--- src/pkg/sciad_params.svh ---
/*
  constants for the serial adapter: widths, counts, reset values.
  assumes inclusion by bare name from the adapter package and modules.
*/
`ifndef SCIAD_PARAMS_SVH
`define SCIAD_PARAMS_SVH

// parallel byte width on both paths
`define SCIAD_DATA_W      8
// shift rises after the start bit: 8 data bits then the stop bit
`define SCIAD_TX_LAST     4'h8
// tx shift counter reset value
`define SCIAD_CNT_RST     4'h0
// line level for mark (idle) and for the start bit
`define SCIAD_MARK        1'b1
`define SCIAD_SPACE       1'b0
// reset value of the deserialising shift register
`define SCIAD_SHREG_CLR   8'h00
// fill value shifted into the serialiser as it empties
`define SCIAD_FILL_ONES   1'b1
// synchroniser idle levels: strobe low, bit clock high, serial high
`define SCIAD_PIN_IDLE    3'h3
// entries of the receive buffer
`define SCIAD_BUF_DEPTH   2
// bound, in sys_clk cycles, for one bit time in checks (bench: 16)
`define SCIAD_BIT_MAX     64

`endif

--- src/pkg/sciad_pkg.sv ---
/*
  types shared by the serial adapter modules.
  assumes sciad_params.svh sits on the include path.
*/
`include "sciad_params.svh"

package sciad_pkg;

  // pins that arrive from outside the sys_clk domain
  typedef struct packed {
    logic kb_strobe;   // keyboard strobe, rising edge starts a byte
    logic bit_clock;   // bit-rate clock from the controller
    logic serial;      // controller serial output, NRZ
  } sciad_pins_t;

  // serialiser sequence
  typedef enum logic [1:0] {
    TX_IDLE,
    TX_SHIFT
  } sciad_tx_state_t;

  // shift register holds inverted bits, last received in bit 0
  function automatic logic [`SCIAD_DATA_W-1:0] sciad_unpack(
    input logic [`SCIAD_DATA_W-1:0] shreg
  );
    logic [`SCIAD_DATA_W-1:0] r;
    r = '0;
    for (int i = 0; i < `SCIAD_DATA_W; i++) begin
      r[i] = ~shreg[`SCIAD_DATA_W-1-i];
    end
    return r;
  endfunction : sciad_unpack

endpackage : sciad_pkg

--- src/verilog/sciad_sync2.sv ---
/*
  two flip-flop synchroniser for a vector of unrelated levels.
  assumes each bit is a slow level, not a multi-bit word.
*/
`timescale 1ns/100ps

module sciad_sync2 #(
  parameter int               W    = 1,
  parameter logic [W-1:0]     INIT = '0
) (
  // clock and reset
  input  wire logic           sys_clk,
  input  wire logic           rst_n,
  // levels
  input  wire logic [W-1:0]   d,
  output logic      [W-1:0]   q
);

  logic [W-1:0] meta;  // first stage, read only by q

  ////////////////////////////////////////////////////////////////////
  // two stages, reset to the idle level
  always_ff @(posedge sys_clk or negedge rst_n) begin
    if (!rst_n) begin
      meta <= INIT;
      q    <= INIT;
    end else begin
      meta <= d;
      q    <= meta;
    end
  end

endmodule : sciad_sync2

--- src/verilog/sciad_fifo2.sv ---
/*
  small valid/ready buffer, two entries by default.
  assumes DEPTH is a power of two and both sides share sys_clk.
*/
`timescale 1ns/100ps

module sciad_fifo2 #(
  parameter int W     = 8,
  parameter int DEPTH = 2
) (
  // clock and reset
  input  wire logic         sys_clk,
  input  wire logic         rst_n,
  // filling side
  input  wire logic         in_valid,
  output logic              in_ready,
  input  wire logic [W-1:0] in_data,
  // draining side
  output logic              out_valid,
  input  wire logic         out_ready,
  output logic      [W-1:0] out_data
);

  localparam int PW = (DEPTH > 1) ? $clog2(DEPTH) : 1;

  logic [W-1:0]  mem [DEPTH];  // storage
  logic [PW-1:0] wr_ptr;       // next write slot
  logic [PW-1:0] rd_ptr;       // oldest entry
  logic [PW:0]   count;        // entries held
  logic          push;
  logic          pop;

  // full and empty come straight from the count
  assign in_ready  = (count < (PW+1)'(DEPTH));
  assign out_valid = (count != '0);
  assign out_data  = mem[rd_ptr];
  assign push      = in_valid && in_ready;
  assign pop       = out_valid && out_ready;

  ////////////////////////////////////////////////////////////////////
  // storage, written only on an accepted push
  always_ff @(posedge sys_clk) begin
    if (push) begin
      mem[wr_ptr] <= in_data;
    end
  end

  ////////////////////////////////////////////////////////////////////
  // pointers and count
  always_ff @(posedge sys_clk or negedge rst_n) begin
    if (!rst_n) begin
      wr_ptr <= '0;
      rd_ptr <= '0;
      count  <= '0;
    end else begin
      if (push) begin
        wr_ptr <= wr_ptr + 1'b1;
      end
      if (pop) begin
        rd_ptr <= rd_ptr + 1'b1;
      end
      count <= count + (PW+1)'(push) - (PW+1)'(pop);
    end
  end

endmodule : sciad_fifo2

--- src/verilog/sciad_adapter.sv ---
/*
  glue between byte-wide parallel devices and a controller serial port
  running NRZ with its bit-rate clock driven out. a keyboard path turns
  strobed bytes into start/data/stop frames; a display path turns the
  controller's serial output back into bytes with a data-ready strobe.
  assumes the controller supplies the bit clock (rising edge mid-bit)
  and that all pins are asynchronous to sys_clk.
*/
`timescale 1ns/100ps

module sciad_adapter
  import sciad_pkg::*;
(
  // clock and reset
  input  wire logic                     sys_clk,
  input  wire logic                     reset_n,
  // controller serial pins
  input  wire logic                     bit_clock_pin,
  input  wire logic                     serial_tx_pin,
  output logic                          adapter_tx_out,
  // keyboard side
  input  wire logic [`SCIAD_DATA_W-1:0] kb_byte,
  input  wire logic                     kb_strobe,
  output logic                          kb_busy,
  // display side, octal latch and strobe
  output logic      [`SCIAD_DATA_W-1:0] disp_byte,
  output logic                          disp_ready_n,
  // display side, buffered stream
  output logic                          rx_valid,
  input  wire logic                     rx_ready,
  output logic      [`SCIAD_DATA_W-1:0] rx_data,
  output logic                          rx_room
);

  ////////////////////////////////////////////////////////////////////
  // reset release
  logic rst_meta;   // first release stage
  logic rst_n;      // released copy used everywhere

  // assert at once, release after two edges
  // a synchronous release keeps every flop leaving reset on one edge
  always_ff @(posedge sys_clk or negedge reset_n) begin
    if (!reset_n) begin
      rst_meta <= 1'b0;
      rst_n    <= 1'b0;
    end else begin
      rst_meta <= 1'b1;
      rst_n    <= rst_meta;
    end
  end

  ////////////////////////////////////////////////////////////////////
  // pin synchronisation and bit clock edges
  sciad_pins_t pins_raw;    // pins as they arrive
  sciad_pins_t pins_s;      // after two flip-flops
  logic        bclk_prev;   // bit clock one cycle ago
  logic        strobe_prev; // keyboard strobe one cycle ago
  logic        bit_rise;    // mid-bit enable
  logic        bit_fall;    // bit boundary enable
  logic        strobe_rise; // keyboard strobe edge

  assign pins_raw = '{kb_strobe: kb_strobe, bit_clock: bit_clock_pin,
                      serial: serial_tx_pin};

  // pulled-up lines idle high, keyboard strobe idles low
  // matching the pins' idle levels avoids a false edge after reset
  sciad_sync2 #(
    .W    ($bits(sciad_pins_t)),
    .INIT (`SCIAD_PIN_IDLE)
  ) u_pin_sync (
    .sys_clk (sys_clk),
    .rst_n   (rst_n),
    .d       (pins_raw),
    .q       (pins_s)
  );

  // edges are seen on the synchronised copy only
  always_ff @(posedge sys_clk or negedge rst_n) begin
    if (!rst_n) begin
      bclk_prev   <= 1'b1;
      strobe_prev <= 1'b0;
    end else begin
      bclk_prev   <= pins_s.bit_clock;
      strobe_prev <= pins_s.kb_strobe;
    end
  end

  assign bit_rise    = pins_s.bit_clock && !bclk_prev;
  assign bit_fall    = !pins_s.bit_clock && bclk_prev;
  assign strobe_rise = pins_s.kb_strobe && !strobe_prev;

  ////////////////////////////////////////////////////////////////////
  // keyboard path: capture, bit-clock sync, serialise
  sciad_tx_state_t                tx_state;  // serialiser state
  logic [`SCIAD_DATA_W-1:0]       kb_hold;   // byte caught at strobe
  logic                           kb_armed;  // byte waiting to go
  logic                           tx_sync1;  // first bit-clock stage
  logic                           tx_sync2;  // second bit-clock stage
  logic [`SCIAD_DATA_W-1:0]       tx_shreg;  // outgoing shift register
  logic [3:0]                     tx_cnt;    // shift rises so far

  // busy from strobe until the stop bit is on the line; the source
  // paces itself on it, one byte per frame at most
  assign kb_busy = kb_armed || (tx_state != TX_IDLE);

  // strobe capture; edges while busy are dropped
  always_ff @(posedge sys_clk or negedge rst_n) begin
    if (!rst_n) begin
      kb_hold  <= '0;
      kb_armed <= 1'b0;
    end else if (strobe_rise && !kb_busy) begin
      kb_hold  <= kb_byte;
      kb_armed <= 1'b1;
    end else if (bit_rise && tx_sync2 && tx_state == TX_IDLE) begin
      kb_armed <= 1'b0;
    end
  end

  // request passes two bit-clock stages before the frame starts
  always_ff @(posedge sys_clk or negedge rst_n) begin
    if (!rst_n) begin
      tx_sync1 <= 1'b0;
      tx_sync2 <= 1'b0;
    end else if (bit_rise) begin
      tx_sync1 <= kb_armed && !tx_sync2;
      tx_sync2 <= tx_sync1 && !tx_sync2;
    end
  end

  // frame generator: start, eight data lsb first, stop by fill
  // the start waits for a mid-bit rise, so up to three bit times
  // pass between strobe and start bit; that latency buys a clean sync
  always_ff @(posedge sys_clk or negedge rst_n) begin
    if (!rst_n) begin
      tx_state       <= TX_IDLE;
      tx_shreg       <= '1;
      tx_cnt         <= `SCIAD_CNT_RST;
      adapter_tx_out <= `SCIAD_MARK;
    end else if (bit_rise) begin
      case (tx_state)
        TX_IDLE: begin
          if (tx_sync2) begin
            adapter_tx_out <= `SCIAD_SPACE;
            tx_shreg       <= kb_hold;
            tx_cnt         <= `SCIAD_CNT_RST;
            tx_state       <= TX_SHIFT;
          end else begin
            adapter_tx_out <= `SCIAD_MARK;
          end
        end
        TX_SHIFT: begin
          // each mid-bit rise moves one bit out, ones follow behind
          adapter_tx_out <= tx_shreg[0];
          tx_shreg <= {`SCIAD_FILL_ONES, tx_shreg[`SCIAD_DATA_W-1:1]};
          tx_cnt   <= tx_cnt + 4'h1;
          // ninth rise puts the stop bit out; line stays mark after
          if (tx_cnt == `SCIAD_TX_LAST) begin
            tx_state <= TX_IDLE;
          end
        end
        default: begin
          tx_state       <= TX_IDLE;
          adapter_tx_out <= `SCIAD_MARK;
        end
      endcase
    end
  end

  ////////////////////////////////////////////////////////////////////
  // display path: inverted shift-in, start flag, latch, strobe
  logic [`SCIAD_DATA_W-1:0] rx_shreg;    // inverted incoming bits
  logic                     start_flag;  // start bit reached the end
  logic                     rx_push;     // byte latched this cycle

  // shift on mid-bit; the low strobe acts as the clear input
  always_ff @(posedge sys_clk or negedge rst_n) begin
    if (!rst_n) begin
      rx_shreg     <= `SCIAD_SHREG_CLR;
      start_flag   <= 1'b0;
      disp_ready_n <= 1'b1;
    end else if (bit_rise) begin
      // inversion lets a clear-only register restart each byte
      rx_shreg <= {rx_shreg[`SCIAD_DATA_W-2:0],
                   !pins_s.serial};
      start_flag   <= rx_shreg[`SCIAD_DATA_W-1];
      disp_ready_n <= !start_flag;
    end else if (!disp_ready_n) begin
      rx_shreg   <= `SCIAD_SHREG_CLR;
      start_flag <= 1'b0;
    end
  end

  // octal latch on the falling edge after the flag is set
  assign rx_push = bit_fall && start_flag && disp_ready_n;

  always_ff @(posedge sys_clk or negedge rst_n) begin
    if (!rst_n) begin
      disp_byte <= '0;
    end else if (rx_push) begin
      // held until the next byte, about ten bit times
      disp_byte <= sciad_unpack(rx_shreg);
    end
  end

  // buffered copy; rx_room low means a byte would be lost
  // two entries ride out a short stall; a longer one drops bytes
  sciad_fifo2 #(
    .W     (`SCIAD_DATA_W),
    .DEPTH (`SCIAD_BUF_DEPTH)
  ) u_rx_buf (
    .sys_clk   (sys_clk),
    .rst_n     (rst_n),
    .in_valid  (rx_push),
    .in_ready  (rx_room),
    .in_data   (sciad_unpack(rx_shreg)),
    .out_valid (rx_valid),
    .out_ready (rx_ready),
    .out_data  (rx_data)
  );
endmodule : sciad_adapter

--- config.mk ---
export PLATFORM = sky130hd
export DESIGN_NAME = sciad_adapter
export DESIGN_NICKNAME = d
export VERILOG_FILES = /design/src/pkg/sciad_pkg.sv /design/src/verilog/sciad_sync2.sv /design/src/verilog/sciad_fifo2.sv /design/src/verilog/sciad_adapter.sv
export VERILOG_INCLUDE_DIRS = /design/src /design/src/pkg
export SDC_FILE = /design/constraint.sdc
export NUM_CORES = 1
export LEC_CHECK = 0
export CAP_MARGIN = 20
export CORE_MARGIN = 2
export CORE_UTILIZATION = 33
export CTS_BUF_LIST = sky130_fd_sc_hd__clkbuf_2
export DETAILED_ROUTE_END_ITERATION = 12
export DONT_BUFFER_PORTS = 1
export GPL_ROUTABILITY_DRIVEN = 1
export HOLD_SLACK_MARGIN = 0.1
export PLACE_DENSITY = 0.47
export SLEW_MARGIN = 5
export SYNTH_ARGS = -nofsm -noshare
export SYNTH_HDL_FRONTEND = slang
export SYNTH_SLANG_ARGS = --single-unit
--- constraint.sdc ---
create_clock -name sys_clk -period 1.9 [get_ports sys_clk]
set_clock_uncertainty 0.15 [all_clocks]
set_input_delay 0.285 -clock sys_clk [delete_from_list [all_inputs] [get_ports sys_clk]]
set_output_delay 0.285 -clock sys_clk [all_outputs]
set_load 0.02 [all_outputs]
Word level (Yosys, flattened, before mapping)
Memory sizes are Yosys's and may differ from the RTL's.
Cells that the tools add are included.
- add/sub/neg operators: 5
- magnitude comparators: 1
- equality and inequality tests: 5
- multiplexer cells: 17
- bitwise logic cells: 8
- reductions and logical operators: 27
- operators with widths (kind ; number):
    2-to-1 mux 8 bit ; 3
    one-hot mux 8 bit (2 select lines) ; 1
    logical AND 1 bit ; 12
    NOT 1 bit ; 8
    one-hot mux 4 bit (2 select lines) ; 1
    nonzero test 2 bit ; 4
    zero test 1 bit ; 7
    2-to-1 mux 1 bit ; 7
    AND reduction 3 bit ; 2
    adder 4 x 1 -> 4 bit (second input constant) ; 1
    == test 4 bit (second input constant) ; 1
    2-to-1 mux 2 bit ; 2
    2-to-1 mux 4 bit ; 1
    != test 2 bit (second input constant) ; 2
    one-hot mux 2 bit (2 select lines) ; 1
    adder 1 bit (second input constant) ; 2
    adder 2 x 1 -> 2 bit ; 1
    == test 2 x 1 -> 1 bit (second input constant) ; 1
    zero test 2 bit ; 1
    < comparator 2 bit (second input constant) ; 1
    != test 2 x 1 -> 1 bit (second input constant) ; 1
    one-hot mux 1 bit (2 select lines) ; 1
    subtractor 2 x 1 -> 2 bit ; 1
    logical OR 1 bit ; 1
- flip-flop bits (word level): 58
- memory bits (writable): 16
- input bits: 14
- output and inout bits: 21
- logic and storage cells: 85
- memories: 1
- memories (memory ; depth ; width ; rd ports ; clocked after memory_dff ; wr ports ; line ; text):
    u_rx_buf.mem ; 2 ; 8 ; 1 ; 0 ; 1 ; sciad_fifo2.sv:26 ; logic [W-1:0] mem [DEPTH];

Depth between registers and ports, before layout
- depth in word-level cells: 7
- gate-level depth with buffers: 7
- depth with buffers taken out: 7

By module
A second synthesis with hierarchy kept.
- cell total of the unflattened synthesis: 214
- area total of the unflattened synthesis: 2886.5 um2
- modules (own cells, without submodules) (module ; times used ; cells each ; area an instance (um2) ; sequential area each (um2)):
    sciad_adapter ; 1 ; 163 ; 1945.6 ; 1189.9
    sciad_fifo2 ; 1 ; 45 ; 785.8 ; 580.6
    sciad_sync2 ; 1 ; 6 ; 155.1 ; 155.1

Worst setup path after synthesis
Ideal clock, no wire load.
- path kind: register to register
- start: register disp_ready_n
- end: memory u_rx_buf.mem[0][0], enable pin
- library setup time: 0.383 ns
- data arrival time: 1.691 ns
- required time: 1.367 ns
- slack: -0.325 ns
- stages on the path, launching flop included: 4
- path buffers: 1
- period minus slack after synthesis: 2.225 ns
- path through: dfstp_2 > nand4b_1 > clkbuf_1 > nor3_1
- word-level cells in the longest chain between the ends: 4
- ends and longest elaborated chain (element ; line ; text):
    start, declared ; sciad_adapter.sv:27 ; output logic disp_ready_n,
    start signal, assigned ; sciad_adapter.sv:186 ; disp_ready_n <= !start_flag;
    logical AND 1 bit ; sciad_adapter.sv:194 ; assign rx_push = bit_fall && start_flag && disp_ready_n;
    logical AND 1 bit ; sciad_fifo2.sv:37 ; assign push = in_valid && in_ready;
    2-to-1 mux 1 bit ; sciad_fifo2.sv:43 ; if (push) begin
    2-to-1 mux 1 bit (not written as such) ; sciad_fifo2.sv:44 ; mem[wr_ptr] <= in_data;
    end, declared ; sciad_fifo2.sv:26 ;
Every way passes these cells.

Final worst setup path
- start: register u_rx_buf.rd_ptr
- end: output rx_data[5]
- word-level cells in the longest chain between the ends: 1
- ends and longest elaborated chain (element ; line ; text):
    start, declared ; sciad_fifo2.sv:28 ; logic [PW-1:0] rd_ptr;
    start signal, assigned ; sciad_fifo2.sv:60 ; rd_ptr <= rd_ptr + 1'b1;
    memory (2 x 8 bit) ; -- ;
    end, declared ; sciad_adapter.sv:31 ; output logic [`SCIAD_DATA_W-1:0] rx_data,
Every way passes these cells.

==> run summary <==
The tool flagged a number of max-cap violations equal to 0. The synthesized netlist contains 34 unique library cells. The floorplan die width is 97.3 microns, and the number of setup violations in the final report is 0. The element type at the critical path end was an output pin. The final total negative setup slack came out at 0 ns.

After detailed placement, the total cell area comes to 0.00308 sq mm. The number of iterations in the first detailed-routing pass was 4; the height of the die was 97.3 microns. Setup repair after global routing could not meet its margin everywhere. Number of antenna cells inserted: 0. A synthesized cell averages 13.6 sq um. Counting tap cells, the placed design contains a total of 323 instances. Pin placement for this block handled 35 I/O pins. The logic depth of the worst register-to-register path is 7.

Once layout is done, the placed cells without fillers occupy 0.00344 sq mm. The smallest clock period supported by the final layout is computed as 1.89 ns. The last weighted congestion value of the routability-driven placer came out at 0.708. The synthesized design contains 73 register bits. The via count of the first global-routing pass is 1682. Row generation in the floorplan step produced 34 rows. In this run, the number of DRC markers left after iteration 0 of detailed routing was 78. TritonCTS built the clock tree.

The ratio of final minimum period to clock period is 99.2%. Power comes to 4.33 mW. Counting along the longest clock path gives a buffer depth of 2.

STA puts the critical path data required time at 1.46 ns. The starting density of the core was 33.4%; the fraction of final layout cells with drive strength greater than 1 was 35.5%. After detailed routing, the average wire length per cell comes to 13.9 microns. For this run, design rule violations remaining after detail routing come to 0. Hold violation count in the final report: 0. Data on the critical path arrives at its endpoint at 1.45 ns. The number of antenna-violating nets in the routed design was 0; the sequential-to-total area share from yosys stat was 67.0%.

The tools report the total number of H-tree levels as 3. The initial antenna violation count was 0; the number of input and output port buffers inserted was 0. The worst-case IR drop observed on VDD is 0.691 mV. After the flow finishes, the layout carries non-filler instances totaling 359. The logs give 833 for the layout filler cell count and 918 sq um for the footprint of the multi-input gates.

The flow ran to the end, and the final reports show no timing, DRC or antenna violations. The global-route total usage across every layer is 11.4%, and the overall die area is 0.00947 sq mm. The logs give 13.5% for the met1 layer usage reported by global route and 1.43 nW for the cell leakage power. The floorplan step defined a core boundary enclosing 0.00859 sq mm. After the last flow step, the layout net total stands at 264.

The total number of vias is 1657. After legalization and detailed placement, the total HPWL measured 3.23 mm. The number of nets in the synthesized netlist came out at 229. Peak fanout along the critical path: 5. For the timing-limited maximum frequency, the log shows 530 MHz.

The gate count after technology mapping came out at 211. The routing usage on met3 is 5.11%. From synthesis to final layout, the design area changed by 19.9%. In this run the power density over the cells is 1260 mW/mm^2. STA classifies the critical path startpoint as a flip-flop.

For this run, global-route usage on met2 was measured as 18.6%. The number of pins with negative max-slew slack in the final report came out at 0. For this run, the share of the core covered by cells in the final layout is 40.1%. The aggregate global routing overflow is 0. After clock tree synthesis, the clock-pin slew on the worst setup and hold paths is 0.24 ns. In this run, CTS created clock tree buffers numbering 9. Entering global routing, the biggest net connects 30 pins. Most crowded layer after global routing: met2. For the worst-skew pair, the clock arrives at the later sink with an insertion delay of 0.51 ns.

The count of synthesis-stage warnings from yosys came out at 0. The worst setup path is of the reg -> out kind. Registers take 0.00193 sq mm.

The first global-routing pass estimated 8.34 mm of wire. For the number of clock sinks, the log shows 73. The ratio of routed vias to standard cells works out to 4.62. The final layout contains routed wiring with a total length of 5.00 mm. The path class of the lowest-slack min-delay path was reg -> async. The tree is rooted in a sky130_fd_sc_hd__clkbuf_2. The synthesized netlist occupies a cell area of 0.00287 sq mm.
==> registers in the layout, indices dropped and copies added, names as in the netlist, 2 cells and up <==
signal	count
disp_byte	8
kb_hold	8
rx_shreg	8
tx_cnt	4
tx_shreg	8
u_pin_sync.meta	3
u_pin_sync.q	3
u_rx_buf.count	2
u_rx_buf.mem	16
==> synth_stat cells (all sizes together) <==
cell / instances / area, sq um
dfrtp: 42 / 1050
mux2: 29 / 327
o21ai: 22 / 110
edfxtp: 16 / 480
nand2: 16 / 60.1
dfstp: 15 / 394
inv: 14 / 52.6
nand3: 10 / 50.1
clkbuf: 7 / 26.3
ha: 4 / 50.1
and2: 3 / 18.8
buf: 3 / 21.3
nand2b: 3 / 18.8
a21o: 2 / 15.0
and3: 2 / 12.5
nand3b: 2 / 15.0
nor2: 2 / 7.51
nor4b: 2 / 32.5
o22a: 2 / 17.5
or2: 2 / 12.5
xnor2: 2 / 17.5
xor2: 2 / 17.5
a211o: 1 / 8.76
a22o: 1 / 8.76
a31oi: 1 / 6.26
a32o: 1 / 10.0
conb: 1 / 3.75
nand4b: 1 / 8.76
nor2b: 1 / 6.26
nor3: 1 / 5.00
o31ai: 1 / 7.51
==> metal layers <==
metal / wire length, microns / share of wire (%)
met1: 2210 / 44
met2: 2470 / 49
met3: 267 / 5.3
met4: 44 / 0.88
met5: 0 / 0
==> final cells by class <==
class,instances,share of cell area (%)
multi-input cells,114,26.7
inverters,14,1.53
repair buffers,34,8.83
flip-flops and latches,73,56.0
clock buffers,9,1.31
clock inverters,7,1.74
well taps,108,3.92
==> report_power, final <==
part	switching (mW)	internal [mW]	leakage [nW]
sequential	0.211	1.98	0.817
clock	0.610	0.194	0.0635
combinational	0.586	0.749	0.549
==> cell families after synthesis <==
family                     after synthesis  synth area share (%)
muxes                                   29                  11.4
other                                    1                 0.131
xor gates and xnor gates                 4                  1.22
and+or+nand+nor                         45                  8.62
DFF                                     73                  67.0
AOI/OAI and AO/OA                       31                  6.40
buffers and inverters                   24                  3.48
adders and majority gates                4                  1.74
==> cell usage in the layout (no fill, tap or decap), types with 3 or more instances in the layout <==
master / instances
sky130_fd_sc_hd__inv_6: 3
sky130_fd_sc_hd__buf_6: 3
sky130_fd_sc_hd__dfrtp_1: 40
sky130_fd_sc_hd__edfxtp_1: 16
sky130_fd_sc_hd__clkbuf_2: 9
sky130_fd_sc_hd__inv_1: 14
sky130_fd_sc_hd__dlygate4sd3_1: 15
sky130_fd_sc_hd__o21ai_0: 21
sky130_fd_sc_hd__nand2_1: 16
sky130_fd_sc_hd__clkinv_4: 3
sky130_fd_sc_hd__nand3_1: 10
sky130_fd_sc_hd__mux2_4: 8
sky130_fd_sc_hd__nand2b_1: 3
sky130_fd_sc_hd__buf_4: 16
sky130_fd_sc_hd__mux2_2: 21
sky130_fd_sc_hd__dfstp_2: 15
==> worst max-delay path, cell delays in order, from the launching register on <==
cell and delay (ns):
sky130_fd_sc_hd__dfrtp_2 0.47, sky130_fd_sc_hd__buf_6 0.14, sky130_fd_sc_hd__mux2_4 0.34
==> stage by stage <==
step	worst slack (ns)	hold slack (ns)
5_1_grt	-0.103	0.111
6_report	0.0146	0.125
2_1_floorplan	0.0206	-0.161
4_1_cts	-0.0526	0.102
3_5_place_dp	0.0863	-0.161
3_3_place_gp	0.117	-0.161
==> final timing paths <==
kind	startpoint	end	slack, ns
worst max-delay path	u_rx_buf.rd_ptr	rx_data[5]	0.01
worst min-delay path	rst_n	rx_shreg[3]	0.12
worst max register to register	u_rx_buf.count[0]	u_rx_buf.count[1]	0.11
worst min register to register	rst_n	rx_shreg[3]	0.12
max in group asynchronous	rst_n	u_pin_sync.meta[0]	1.12
min in group sys_clk	bit_clock_pin	u_pin_sync.meta[1]	0.17
==> timing repair <==
action                                  CTS  global route
setup buffers                             4             1
hold buffers                             14             1
hold endpoints to repair                 15             1
endpoints found under the setup margin    9            10
resized for setup                        13             5
pin swaps                                 1             2
No activity file was read; power rests on OpenSTA's default activity.
